==> config.mk <==
export PLATFORM = sky130hd
export DESIGN_NAME = dfcd_top
export DESIGN_NICKNAME = d
export VERILOG_FILES = /design/src/dfcd_pkg.sv /design/src/dfcd_ol_filter.sv /design/src/dfcd_spi_shift.sv /design/src/dfcd_top.sv
export SDC_FILE = /design/constraint.sdc
export NUM_CORES = 1
export LEC_CHECK = 0
export BUFFER_PORTS_ARGS = -buffer_cell sky130_fd_sc_hd__buf_2
export CAP_MARGIN = 20
export CELL_PAD_IN_SITES_DETAIL_PLACEMENT = 1
export CELL_PAD_IN_SITES_GLOBAL_PLACEMENT = 1
export CORE_ASPECT_RATIO = 0.9
export CORE_MARGIN = 5
export CORE_UTILIZATION = 25
export DETAILED_ROUTE_END_ITERATION = 6
export PLACE_DENSITY_LB_ADDON = 0.1
export SYNTH_ARGS = -nofsm -noshare
export SYNTH_HDL_FRONTEND = slang
export SYNTH_SLANG_ARGS = --single-unit
==> constraint.sdc <==
create_clock -name clock -period 3.82 [get_ports clock]
set_clock_uncertainty 0.15 [all_clocks]
set_input_delay 0.573 -clock clock [delete_from_list [all_inputs] [get_ports clock]]
set_output_delay 0.573 -clock clock [all_outputs]
set_load 0.01 [all_outputs]
==> src/dfcd_pkg.sv <==
// Shared constants and types for the driver fault command decoder.
// Assumes a 16-bit serial frame, command code in the top five bits.

`default_nettype none

package dfcd_pkg;

   // ----------------------------------------------------------------
   // Frame layout
   // ----------------------------------------------------------------
   localparam int FRAME_W = 16;
   localparam int CMD_W = 5;
   localparam int CMD_HI = 15;
   localparam int CMD_LO = 11;
   localparam int BIT_CNT_W = 5;
   localparam logic [BIT_CNT_W-1:0] FRAME_BITS = 5'h10;

   // ----------------------------------------------------------------
   // Command codes
   // ----------------------------------------------------------------
   localparam logic [CMD_W-1:0] CMD_DRV2_CTRL = 5'h18;
   localparam logic [CMD_W-1:0] CMD_DRV2_DITHER = 5'h19;
   localparam logic [CMD_W-1:0] CMD_THERMAL_LIMIT_QUERY = 5'h1c;
   localparam logic [CMD_W-1:0] CMD_INVALID_A = 5'h1d;
   localparam logic [CMD_W-1:0] CMD_INVALID_B = 5'h1e;

   // ----------------------------------------------------------------
   // Command fields
   // ----------------------------------------------------------------
   localparam int CTRL_W = 11;
   localparam int RETRY_BIT = 10;
   localparam int AMP_HI = 6;
   localparam int AMP_LO = 4;
   localparam int AMP_W = 3;
   localparam int FREQ_HI = 3;
   localparam int FREQ_LO = 0;
   localparam int FREQ_W = 4;

   // ----------------------------------------------------------------
   // Response layout
   // ----------------------------------------------------------------
   localparam int NUM_OSS = 8;
   localparam int RESP_FAULT_BIT = 15;
   localparam int RESP_TRIM_BIT = 14;
   localparam int THERMAL_LIMIT_DRV1_BIT = 9;
   localparam int THERMAL_LIMIT_OSS_LO = 1;
   localparam int RESP_OL_LO = 0;

   // ----------------------------------------------------------------
   // Reset values and timing
   // ----------------------------------------------------------------
   localparam logic [NUM_OSS-1:0] PD_RESET = 8'hff;
   localparam logic [CTRL_W-1:0] CTRL_RESET = 11'h000;
   localparam int CLK_MHZ = 125;
   localparam int OL_FILTER_MIN_US = 100;
   localparam int OL_FILTER_MAX_US = 450;
   localparam int OL_FILTER_CYC = OL_FILTER_MIN_US * CLK_MHZ;
   localparam int TIMER_W = 16;

   typedef enum logic {DFCD_RESP_NORMAL, DFCD_RESP_THERMAL_LIMIT} dfcd_resp_t;

endpackage

`default_nettype wire

==> src/dfcd_ol_filter.sv <==
// Open-load fault delay timer, restarted by every chip-select release.
// Assumes csRise is a one-cycle pulse in the clock domain.

`timescale 1ns/1ps
`default_nettype none

module dfcd_ol_filter
   import dfcd_pkg::*;
#(
   parameter logic [TIMER_W-1:0] FILTER_CYCLES = TIMER_W'(OL_FILTER_CYC)
)
(
   // System
   input wire logic clock,
   input wire logic rst_n,
   // Control
   input wire logic csRise,
   output logic armed
);

   typedef enum logic [1:0] {OL_IDLE, OL_WAIT, OL_ARMED} dfcd_olst_t;

   dfcd_olst_t state_q, state_d;
   logic [TIMER_W-1:0] count_q, count_d;

   assign armed = (state_q == OL_ARMED);

   always_comb begin
      state_d = state_q;
      count_d = count_q;
      case (state_q)
         OL_IDLE: begin
            count_d = '0;
         end
         OL_WAIT: begin
            count_d = count_q + 16'h0001;
            if (count_q + 16'h0001 >= FILTER_CYCLES) begin
               state_d = OL_ARMED;
            end
         end
         OL_ARMED: begin
            count_d = count_q;
         end
         default: begin
            state_d = OL_IDLE;
            count_d = '0;
         end
      endcase
      // A new release always restarts the delay
      if (csRise) begin
         state_d = OL_WAIT;
         count_d = '0;
      end
   end

   always_ff @(posedge clock) begin
      if (!rst_n) begin
         state_q <= OL_IDLE;
         count_q <= '0;
      end else begin
         state_q <= state_d;
         count_q <= count_d;
      end
   end

endmodule

`default_nettype wire

==> src/dfcd_spi_shift.sv <==
// Serial slave shifter for 16-bit command and response frames.
// Assumes clock, data and chip select are synchronous to clock.

`timescale 1ns/1ps
`default_nettype none

module dfcd_spi_shift
   import dfcd_pkg::*;
(
   // System
   input wire logic clock,
   input wire logic rst_n,
   // Serial pins
   input wire logic sclk,
   input wire logic mosi,
   input wire logic csN,
   output logic miso,
   output logic misoOe,
   // Frame side
   input wire logic [FRAME_W-1:0] loadWord,
   output logic csFall,
   output logic csRise,
   output logic frameDone,
   output logic [FRAME_W-1:0] frameWord
);

   logic sclkPrev_q, sclkPrev_d;
   logic csPrev_q, csPrev_d;
   logic [FRAME_W-1:0] rxShift_q, rxShift_d;
   logic [FRAME_W-1:0] txShift_q, txShift_d;
   logic [BIT_CNT_W-1:0] bitCnt_q, bitCnt_d;
   logic miso_q, miso_d;
   logic sclkRise, sclkFall;

   assign sclkRise = sclk & ~sclkPrev_q;
   assign sclkFall = ~sclk & sclkPrev_q;
   assign csFall = ~csN & csPrev_q;
   assign csRise = csN & ~csPrev_q;
   // A frame counts only when at least sixteen clocks were seen (the count holds at sixteen)
   assign frameDone = csRise && (bitCnt_q == FRAME_BITS);
   assign frameWord = rxShift_q;
   assign miso = miso_q;
   assign misoOe = ~csN;

   always_comb begin
      sclkPrev_d = sclk;
      csPrev_d = csN;
      rxShift_d = rxShift_q;
      txShift_d = txShift_q;
      bitCnt_d = bitCnt_q;
      miso_d = miso_q;
      if (csFall) begin
         txShift_d = {loadWord[FRAME_W-2:0], 1'b0};
         miso_d = loadWord[FRAME_W-1];
         bitCnt_d = '0;
      end else if (!csN) begin
         if (sclkRise) begin
            rxShift_d = {rxShift_q[FRAME_W-2:0], mosi};
            if (bitCnt_q != FRAME_BITS) begin
               bitCnt_d = bitCnt_q + 5'h01;
            end
         end
         if (sclkFall) begin
            miso_d = txShift_q[FRAME_W-1];
            txShift_d = {txShift_q[FRAME_W-2:0], 1'b0};
         end
      end
   end

   always_ff @(posedge clock) begin
      if (!rst_n) begin
         sclkPrev_q <= 1'b0;
         csPrev_q <= 1'b1;
         rxShift_q <= '0;
         txShift_q <= '0;
         bitCnt_q <= '0;
         miso_q <= 1'b0;
      end else begin
         sclkPrev_q <= sclkPrev_d;
         csPrev_q <= csPrev_d;
         rxShift_q <= rxShift_d;
         txShift_q <= txShift_d;
         bitCnt_q <= bitCnt_d;
         miso_q <= miso_d;
      end
   end

endmodule

`default_nettype wire

==> src/dfcd_top.sv <==
// Command decode, fault response and supply supervision of the driver.
// Assumes supply and comparator flags are synchronous digital levels.

`timescale 1ns/1ps
`default_nettype none

// Contract
// - Second driver dither command stores retry bit 10, amplitude and frequency.
// - Thermal query answer holds first driver and eight low-side switch faults.
// - Every response status bit except the trim bit is one for fault, zero for none.
// - Over-voltage bit reads one while battery supply is over-voltage.
// - Trim bit reads zero untrimmed, one once trimmed.
// - Open-load detection only while output off, one comparator per output.
// - Pull-downs enabled at power-up; detection needs the pull-down.
// - Disabled pull-down forces that output's open-load bit to zero.
// - Pull-down switched off only in sleep or by serial command.
// - Open-load faults filtered between 100 and 450 microseconds.
// - Chip-select rise starts the timer; comparator enabled after expiry.
// - Open-load bit stays latched until the host has read it.
// - Logic or battery under-voltage shuts outputs and resets control registers.
// - Low battery above under-voltage keeps outputs following commands.
// - Battery over-voltage shuts outputs until supply returns to normal.
module dfcd_top
   import dfcd_pkg::*;
#(
   parameter logic [TIMER_W-1:0] OL_FILTER_CYCLES = TIMER_W'(OL_FILTER_CYC)
)
(
   // System
   input wire logic clock,
   input wire logic rst_n,
   // Serial pins
   input wire logic sclk,
   input wire logic mosi,
   input wire logic csN,
   output logic miso,
   output logic misoOe,
   // Supply monitors
   input wire logic uvLogic,
   input wire logic uvBattery,
   input wire logic overvoltageFlag,
   input wire logic lowBattery,
   input wire logic sleep,
   input wire logic trimSet,
   // Fault sources
   input wire logic [NUM_OSS-1:0] outOn,
   input wire logic [NUM_OSS-1:0] olComp,
   input wire logic [NUM_OSS-1:0] tlimOss,
   input wire logic tlimDrv1,
   // Pull-down control from the wider command set
   input wire logic pdWriteStb,
   input wire logic [NUM_OSS-1:0] pdWriteMask,
   // Driver controls
   output logic outputsEnable,
   output logic [NUM_OSS-1:0] pullDownEn,
   output logic driverTwoRetryEnable,
   output logic [AMP_W-1:0] ditherAmplitude,
   output logic [FREQ_W-1:0] ditherFrequency,
   output logic [CTRL_W-1:0] driverTwoCtrl
);

   // ----------------------------------------------------------------
   // Command decode helpers
   // ----------------------------------------------------------------
   function automatic logic [CMD_W-1:0] cmdOf(input logic [FRAME_W-1:0] w);
      cmdOf = w[CMD_HI:CMD_LO];
   endfunction

   function automatic logic isUnused(input logic [CMD_W-1:0] c);
      isUnused = (c == CMD_INVALID_A) || (c == CMD_INVALID_B);
   endfunction

   // ----------------------------------------------------------------
   // Serial shifter and open-load timer
   // ----------------------------------------------------------------
   logic [FRAME_W-1:0] loadWord, frameWord;
   logic csFall, csRise, frameDone, olArmed;
   logic ctrlRst, uvAny;

   dfcd_spi_shift u_shift (
      .clock(clock),
      .rst_n(rst_n),
      .sclk(sclk),
      .mosi(mosi),
      .csN(csN),
      .miso(miso),
      .misoOe(misoOe),
      .loadWord(loadWord),
      .csFall(csFall),
      .csRise(csRise),
      .frameDone(frameDone),
      .frameWord(frameWord)
   );

   dfcd_ol_filter #(
      .FILTER_CYCLES(OL_FILTER_CYCLES)
   ) u_filter (
      .clock(clock),
      .rst_n(rst_n),
      .csRise(csRise),
      .armed(olArmed)
   );

   // ----------------------------------------------------------------
   // Control registers
   // ----------------------------------------------------------------
   logic retry_q, retry_d;
   logic [AMP_W-1:0] amp_q, amp_d;
   logic [FREQ_W-1:0] freq_q, freq_d;
   logic [CTRL_W-1:0] ctrl_q, ctrl_d;
   logic [NUM_OSS-1:0] pdEn_q, pdEn_d;
   dfcd_resp_t respSel_q, respSel_d;
   logic [CMD_W-1:0] rxCmd;

   assign uvAny = uvLogic | uvBattery;
   // Under-voltage acts like a reset on every control register
   assign ctrlRst = !rst_n || uvAny;
   assign rxCmd = cmdOf(frameWord);

   always_comb begin
      retry_d = retry_q;
      amp_d = amp_q;
      freq_d = freq_q;
      ctrl_d = ctrl_q;
      pdEn_d = pdEn_q;
      respSel_d = respSel_q;
      if (frameDone) begin
         respSel_d = DFCD_RESP_NORMAL;
         case (rxCmd)
            CMD_DRV2_DITHER: begin
               retry_d = frameWord[RETRY_BIT];
               amp_d = frameWord[AMP_HI:AMP_LO];
               freq_d = frameWord[FREQ_HI:FREQ_LO];
            end
            CMD_DRV2_CTRL: begin
               ctrl_d = frameWord[CTRL_W-1:0];
            end
            CMD_THERMAL_LIMIT_QUERY: begin
               respSel_d = DFCD_RESP_THERMAL_LIMIT;
            end
            default: begin
               // Unused and foreign codes touch nothing; the next answer is the normal word
               respSel_d = DFCD_RESP_NORMAL;
            end
         endcase
      end
      // Pull-downs drop only for sleep or an explicit serial disable
      if (sleep) begin
         pdEn_d = '0;
      end else if (pdWriteStb) begin
         pdEn_d = ~pdWriteMask;
      end
   end

   always_ff @(posedge clock) begin
      if (ctrlRst) begin
         retry_q <= 1'b0;
         amp_q <= '0;
         freq_q <= '0;
         ctrl_q <= CTRL_RESET;
         pdEn_q <= PD_RESET;
         respSel_q <= DFCD_RESP_NORMAL;
      end else begin
         retry_q <= retry_d;
         amp_q <= amp_d;
         freq_q <= freq_d;
         ctrl_q <= ctrl_d;
         pdEn_q <= pdEn_d;
         respSel_q <= respSel_d;
      end
   end

   // ----------------------------------------------------------------
   // Open-load latch
   // ----------------------------------------------------------------
   logic [NUM_OSS-1:0] olLatch_q, olLatch_d;
   logic [NUM_OSS-1:0] olShipped_q, olShipped_d;
   logic [NUM_OSS-1:0] olSet, olStatus;

   // Comparator result counts only for an off output with its pull-down on
   assign olSet = olArmed ? (olComp & ~outOn & pdEn_q) : '0;
   assign olStatus = olLatch_q & pdEn_q;

   always_comb begin
      olShipped_d = olShipped_q;
      olLatch_d = olLatch_q;
      if (csFall) begin
         olShipped_d = (respSel_q == DFCD_RESP_NORMAL) ? olStatus : '0;
      end
      // Clear only what the host has seen; a new set in the same cycle wins
      if (frameDone) begin
         olLatch_d = olLatch_q & ~olShipped_q;
      end
      olLatch_d = olLatch_d | olSet;
   end

   always_ff @(posedge clock) begin
      if (ctrlRst) begin
         olLatch_q <= '0;
         olShipped_q <= '0;
      end else begin
         olLatch_q <= olLatch_d;
         olShipped_q <= olShipped_d;
      end
   end

   // ----------------------------------------------------------------
   // Response word
   // ----------------------------------------------------------------
   logic anyTlim;
   logic [FRAME_W-1:0] normalWord, tlimWord;

   assign anyTlim = tlimDrv1 | (|tlimOss);

   always_comb begin
      normalWord = '0;
      normalWord[RESP_FAULT_BIT] = overvoltageFlag | anyTlim;
      normalWord[RESP_TRIM_BIT] = trimSet;
      normalWord[RESP_OL_LO +: NUM_OSS] = olStatus;
      tlimWord = '0;
      tlimWord[THERMAL_LIMIT_DRV1_BIT] = tlimDrv1;
      tlimWord[THERMAL_LIMIT_OSS_LO +: NUM_OSS] = tlimOss;
   end

   assign loadWord = (respSel_q == DFCD_RESP_THERMAL_LIMIT) ? tlimWord : normalWord;

   // ----------------------------------------------------------------
   // Outputs
   // ----------------------------------------------------------------
   logic outEn_q, outEn_d;

   // Low battery is not a shutdown cause; status may be unreliable then
   assign outEn_d = !uvAny && !overvoltageFlag;

   always_ff @(posedge clock) begin
      if (!rst_n) begin
         outEn_q <= 1'b0;
      end else begin
         outEn_q <= outEn_d;
      end
   end

   assign outputsEnable = outEn_q;
   assign pullDownEn = pdEn_q;
   assign driverTwoRetryEnable = retry_q;
   assign ditherAmplitude = amp_q;
   assign ditherFrequency = freq_q;
   assign driverTwoCtrl = ctrl_q;
endmodule

`default_nettype wire

==> flow_summary.toml, run 1 <==
[status]
outcome = "finished, final reports clean"

[synthesis]
ys.flop_type = "dfxtp_1"
synth_top_family_by_area = "simple AND/OR/NAND/NOR gates"
avgSynthCellArea_um2 = 8.64
synth-compound-area-share = 0.137
synthAdderAreaFrac = 0.00857
async_flop_share = 0
yosys_register_bits = 102
synth-edff-count = 0
synth_cell_types = 47
ys_seq_area_frac = 0.466
synth_area_leaders = "dfxtp_1 (47%), mux2i_1 (8.2%), nor2_1 (7.0%)"
synth_cells = 507
synth_top_area_frac = 0.466
synth-xor-area-share = 0.0380
syn-cell-area_mm2 = 0.00438
ys_warn_count = 0
yosysMostFrequentCell = "dfxtp_1"
synth_commonest_cells = "dfxtp_1 (102), nor2_1 (82), nand2_1 (55), a21oi_1 (47), mux2i_1 (36)"
muxShareOfSynthArea = 0.0823
synth_fp_nets = 555
synth_simple_gate_area_frac = 0.219
yosysTopAreaCell = "dfxtp_1"

[timing]
post-route-period-util = 0.644
rsz0062_at_grt = "false"
tns_ps = 0
hold_viol_final = 0
hold-worst-slack_ps = 234
finalSetupViolCount = 0
layout_min_cycle_time_ps = 2460
drv_slew = 0
worstMarginPinSlew_ps = 923
clock.fmax_mhz = 407
slew-limit-headroom = 0.383

[pwr]
ir_drop_v = 0.000197
power_w = 0.00204
leakage_nw = 1.91
power_density_mw_per_mm2 = 393

[die]
core_mm2 = 0.0174
die_area_mm2 = 0.0203
num_rows = 46
die_w_um = 150
initial_core_util = 0.251
io_pins = 75
die_h_um = 136

[final_layout]
nNetsFinal = 614
final_cell_area_mm2 = 0.00520
drive_gt1_frac = 0.187
syn_to_final_growth_pct = 18.7
antennaDiodeCount = 0
fin_util = 0.298

[setup_path]
slowest_stage = "and4bb_1"
cp_common_cell = "nand2_1"
worstSetupStartpointType = "flop"
critPathRequiredTime_ps = 3890
cp_max_fo = 10
max_stage_delay_ps = 550
critPathTopFamily = "simple AND/OR/NAND/NOR gates"
critPathKind = "flop to flop"
critPathArrivalTime_ps = 2530
path_cells = "inv_1, ha_1, and4bb_1, nand2_1, nor3_1, nand2_1, mux2i_1, nor2_1"
critPathCaptureType = "flop"
crit_buf_inv = 1

[min_path]
hp-class = "input port to flop"

[global_route]
grt_pass1_vias = 3912
grt_overflow = 0
grt_max_degree = 38
grt_pass1_wl_mm = 20.1
antenna_found_initial = 0
grt_util_all_layers = 0.125

[placement]
io_buffers = 73
dp_hpwl_mm = 8.71
place_area_mm2 = 0.00492
place_congestion = 0.691

[route]
initialDrtViolationCount = 152
vias = 3717
wl_per_cell_um = 15.1
first_pass_iters = 4
drt-total-wl_mm = 12.3
viasPerCell = 4.58
drt_drc_violations_left = 0
final_antenna_net_count = 0

[clocking]
clock_sinks = 102
htree_levels = 3
cts_resized = 0
cts.reportedPaths.clkPinSlew_ps = 70
clockBufferDepth = 2
root_buffer = "clkbuf_16"
cts_tree = "done"
clk_latency_ps = 350
numCtsBuffers = 9
ctsHoldBuffers = 0
postCtsSetupRepairBufs = 0

[job]
maxCapViolCount = 0
registers in the layout, indices dropped and copies added, names as in the netlist, 3 cells and up:
signal,cells
ditherAmplitude,3
ditherFrequency,4
driverTwoCtrl,11
olLatch_q,8
olShipped_q,8
pullDownEn,8
u_filter.count_q,16
u_shift.bitCnt_q,5
u_shift.frameWord,16
u_shift.txShift_q,15
per-layer routing:
| layer | wire length [um] | vias up | GRT usage |
|---|---|---|---|
| li1 | - | 1874 | - |
| met4 | 104 | 0 | 0.0244 |
| met2 | 5710 | 53 | 0.201 |
| met3 | 493 | 8 | 0.0391 |
| met1 | 5960 | 1782 | 0.166 |
| met5 | 0 | - | 0 |
path summary, 6_finish.rpt:
path	start	endpoint	slack, ps	depth (start not counted)
worst max-delay path	u_shift.bitCnt_q[0]	ditherFrequency[0]	1360	8
worst max register to register	u_shift.bitCnt_q[0]	ditherFrequency[0]	1360	8
worst min register to register	olShipped_q[0]	olShipped_q[0]	320	2
worst min-delay path	overvoltageFlag	outputsEnable	230	2
power by group:
part	internal, W	switching (W)	total, W
sequential	0.00108	0.0000103	0.00109
combinational	0.0000418	0.0000673	0.000109
clock	0.000440	0.000406	0.000846
layout make-up:
cell class | instances | area (um^2)
clock buffers | 10 | 229
clock inverters | 6 | 38.8
fillers | 2087 | 12200
inverters | 7 | 26.3
multi-input cells | 364 | 2130
flip-flops and latches | 102 | 2040
well taps | 240 | 300
repair buffers | 82 | 433
metrics by stage:
stage                     setup slack [ps]  cells
final                                 1360    811
after detailed placement              1370    793
after global placement                1350    793
after global routing                  1140    811
after floorplan                       1830    507
after CTS                             1340    809
logic make-up after synthesis:
family	Yosys count
compound gates	99
xor+xnor	19
fa+ha+maj	3
buf+inv	41
flops	102
mux	36
simple gates	207
layout by cell type (no fill, tap or decap), types with 2 or more instances in the layout:
cell | synthesis | layout
mux2i_1 | 36 | 36
or3_1 | 3 | 3
a2bb2oi_1 | 2 | 2
clkinv_2 | 0 | 3
xnor2_1 | 11 | 11
ha_1 | 3 | 3
nand3_1 | 29 | 29
o21ai_0 | 18 | 18
inv_1 | 6 | 6
dfxtp_1 | 102 | 102
a221oi_1 | 7 | 7
buf_4 | 5 | 9
nand4_1 | 5 | 5
a211oi_1 | 5 | 5
buf_2 | 5 | 73
a21oi_1 | 47 | 47
xor2_1 | 8 | 8
nor3_1 | 6 | 6
nand2_1 | 55 | 55
nand3b_1 | 2 | 2
nor4_1 | 4 | 4
o31ai_1 | 3 | 3
and2_1 | 2 | 2
and3_1 | 3 | 3
clkinvlp_4 | 0 | 2
or2_2 | 2 | 2
nor2_1 | 82 | 82
clkbuf_16 | 0 | 9
a22oi_1 | 12 | 12
nor2b_1 | 3 | 2
nand2b_1 | 2 | 2
Power figures use the tool's default switching activity.
==> run 2, diff against run 1 <==
==> constraint.sdc (replaced) <==
create_clock -name clock -period 2.2 [get_ports clock]
set_clock_uncertainty 0.15 [all_clocks]
set_input_delay 0.33 -clock clock [delete_from_list [all_inputs] [get_ports clock]]
set_output_delay 0.33 -clock clock [all_outputs]
set_load 0.01 [all_outputs]
==> flow_summary.toml, run 2 (same netlist as run 1, synthesis figures left out) <==
[setup_path]
crit_buf_inv = 0
slowest_stage = "dfxtp_1"
max_stage_delay_ps = 470
critPathCaptureType = "flop"
critPathArrivalTime_ps = 2130
critPathTopFamily = "simple AND/OR/NAND/NOR gates"
critPathKind = "flop to flop"
worstSetupStartpointType = "flop"
critPathRequiredTime_ps = 2290
path_cells = "nand3_1, nor3_4, and3_1, xnor2_1, a311o_1, a41o_1"
cp_max_fo = 7

[min_path]
hp-class = "input port to flop"

[final_layout]
final_cell_mix = "dfxtp_1 (100), nor2_1 (82), buf_2 (73), nand2_1 (53), a21oi_1 (47)"
antennaDiodeCount = 0
fin_util = 0.309
drive_gt1_frac = 0.222
nNetsFinal = 634
final_common_cell = "dfxtp_1"
syn_to_final_growth_pct = 22.9
final_cell_area_mm2 = 0.00538

[die]
io_pins = 75
die_h_um = 136
num_rows = 46
die_w_um = 150
initial_core_util = 0.251
die_area_mm2 = 0.0203
core_mm2 = 0.0174

[clocking]
clk_latency_ps = 350
postCtsSetupRepairBufs = 0
clock_sinks = 102
clockBufferDepth = 2
cts.reportedPaths.clkPinSlew_ps = 70
htree_levels = 3
numCtsBuffers = 9
cts_tree = "done"
root_buffer = "clkbuf_16"

[route]
final_antenna_net_count = 0
vias = 3818
drt-total-wl_mm = 12.5
wl_per_cell_um = 15.1
viasPerCell = 4.61
initialDrtViolationCount = 100
drt_drc_violations_left = 0
first_pass_iters = 4

[job]
maxCapViolCount = 0

[timing]
slew-limit-headroom = 0.634
rsz0062_at_grt = "false"
finalSetupViolCount = 0
tns_ps = 0
layout_min_cycle_time_ps = 2040
drv_slew = 0
worstMarginPinSlew_ps = 546
clock.fmax_mhz = 491
post-route-period-util = 0.926
hold_viol_final = 0

[global_route]
antenna_found_initial = 0
grt_overflow = 0
grt_pass1_wl_mm = 20.5
grt_pass1_vias = 3930
grt_util_all_layers = 0.128
grt_max_degree = 38

[pwr]
power_density_mw_per_mm2 = 664
ir_drop_v = 0.000365
leakage_nw = 2.03

[placement]
place_area_mm2 = 0.00509
io_buffers = 73
dp_hpwl_mm = 9.30
place_congestion = 0.691

[status]
outcome = "finished, final reports clean"
==> run 2: cell types whose count changed in the layout (fill, tap and decap cells not counted), sizes merged <==
cell         previous run  this run
buf                    82       101
clkinv                  5         4
clkinvlp                2         0
dlygate4sd3             0         1
inv                     6         7
==> run 2: what timing repair did <==
| action | CTS | global route |
|---|---|---|
| endpoints found under the setup margin | 1 | 21 |
| hold buffers | 1 | 0 |
| endpoints found under the hold margin | 1 | 0 |
| resized for setup | 3 | 6 |
==> run 2: final timing paths <==
check,cells past startpoint,from,slack [ps],to
min reg2reg,2,olShipped_q[0],310,olShipped_q[0]
min,2,sclk,80,u_shift.sclkPrev_q
max reg2reg,6,u_filter.count_q[9],160,u_filter.state_q[0]
max,6,u_filter.count_q[9],160,u_filter.state_q[0]
==> run 2: area by class of cell <==
cell class	instances	area (um^2)
timing repair buffer	102	602
clock buffer	10	239
tap	240	300
fill	2041	12100
clock inverter	4	23.8
inverter	7	26.3
sequential	102	2040
multi-input combinational	364	2150
==> run 2: power by group <==
| part | internal [W] | switching, W |
|---|---|---|
| registers | 0.00187 | 0.0000186 |
| clock network | 0.000785 | 0.000701 |
| logic | 0.0000811 | 0.000122 |
==> run 2: metrics by stage <==
| stage | hold slack (ps) | instances | setup WS (ps) | total power, W |
|---|---|---|---|---|
| global placement | 297 | 814 | 25.0 | 0.00213 |
| global route | 73.7 | 829 | 15.1 | 0.00375 |
| detailed placement | 305 | 814 | -8.24 | 0.00214 |
| finish | 79.8 | 829 | 163 | 0.00358 |
| CTS | 61.3 | 829 | 48.8 | 0.00365 |
| floorplan | 250 | 507 | 214 | 0.00202 |
==> run 2: per-layer routing <==
| layer | up-vias | share of wire | global-route usage |
|---|---|---|---|
| li1 | 1908 | - | - |
| met1 | 1854 | 0.50 | 0.172 |
| met2 | 48 | 0.46 | 0.205 |
| met3 | 8 | 0.035 | 0.0358 |
| met4 | 0 | 0.0083 | 0.0305 |
| met5 | - | 0 | 0 |
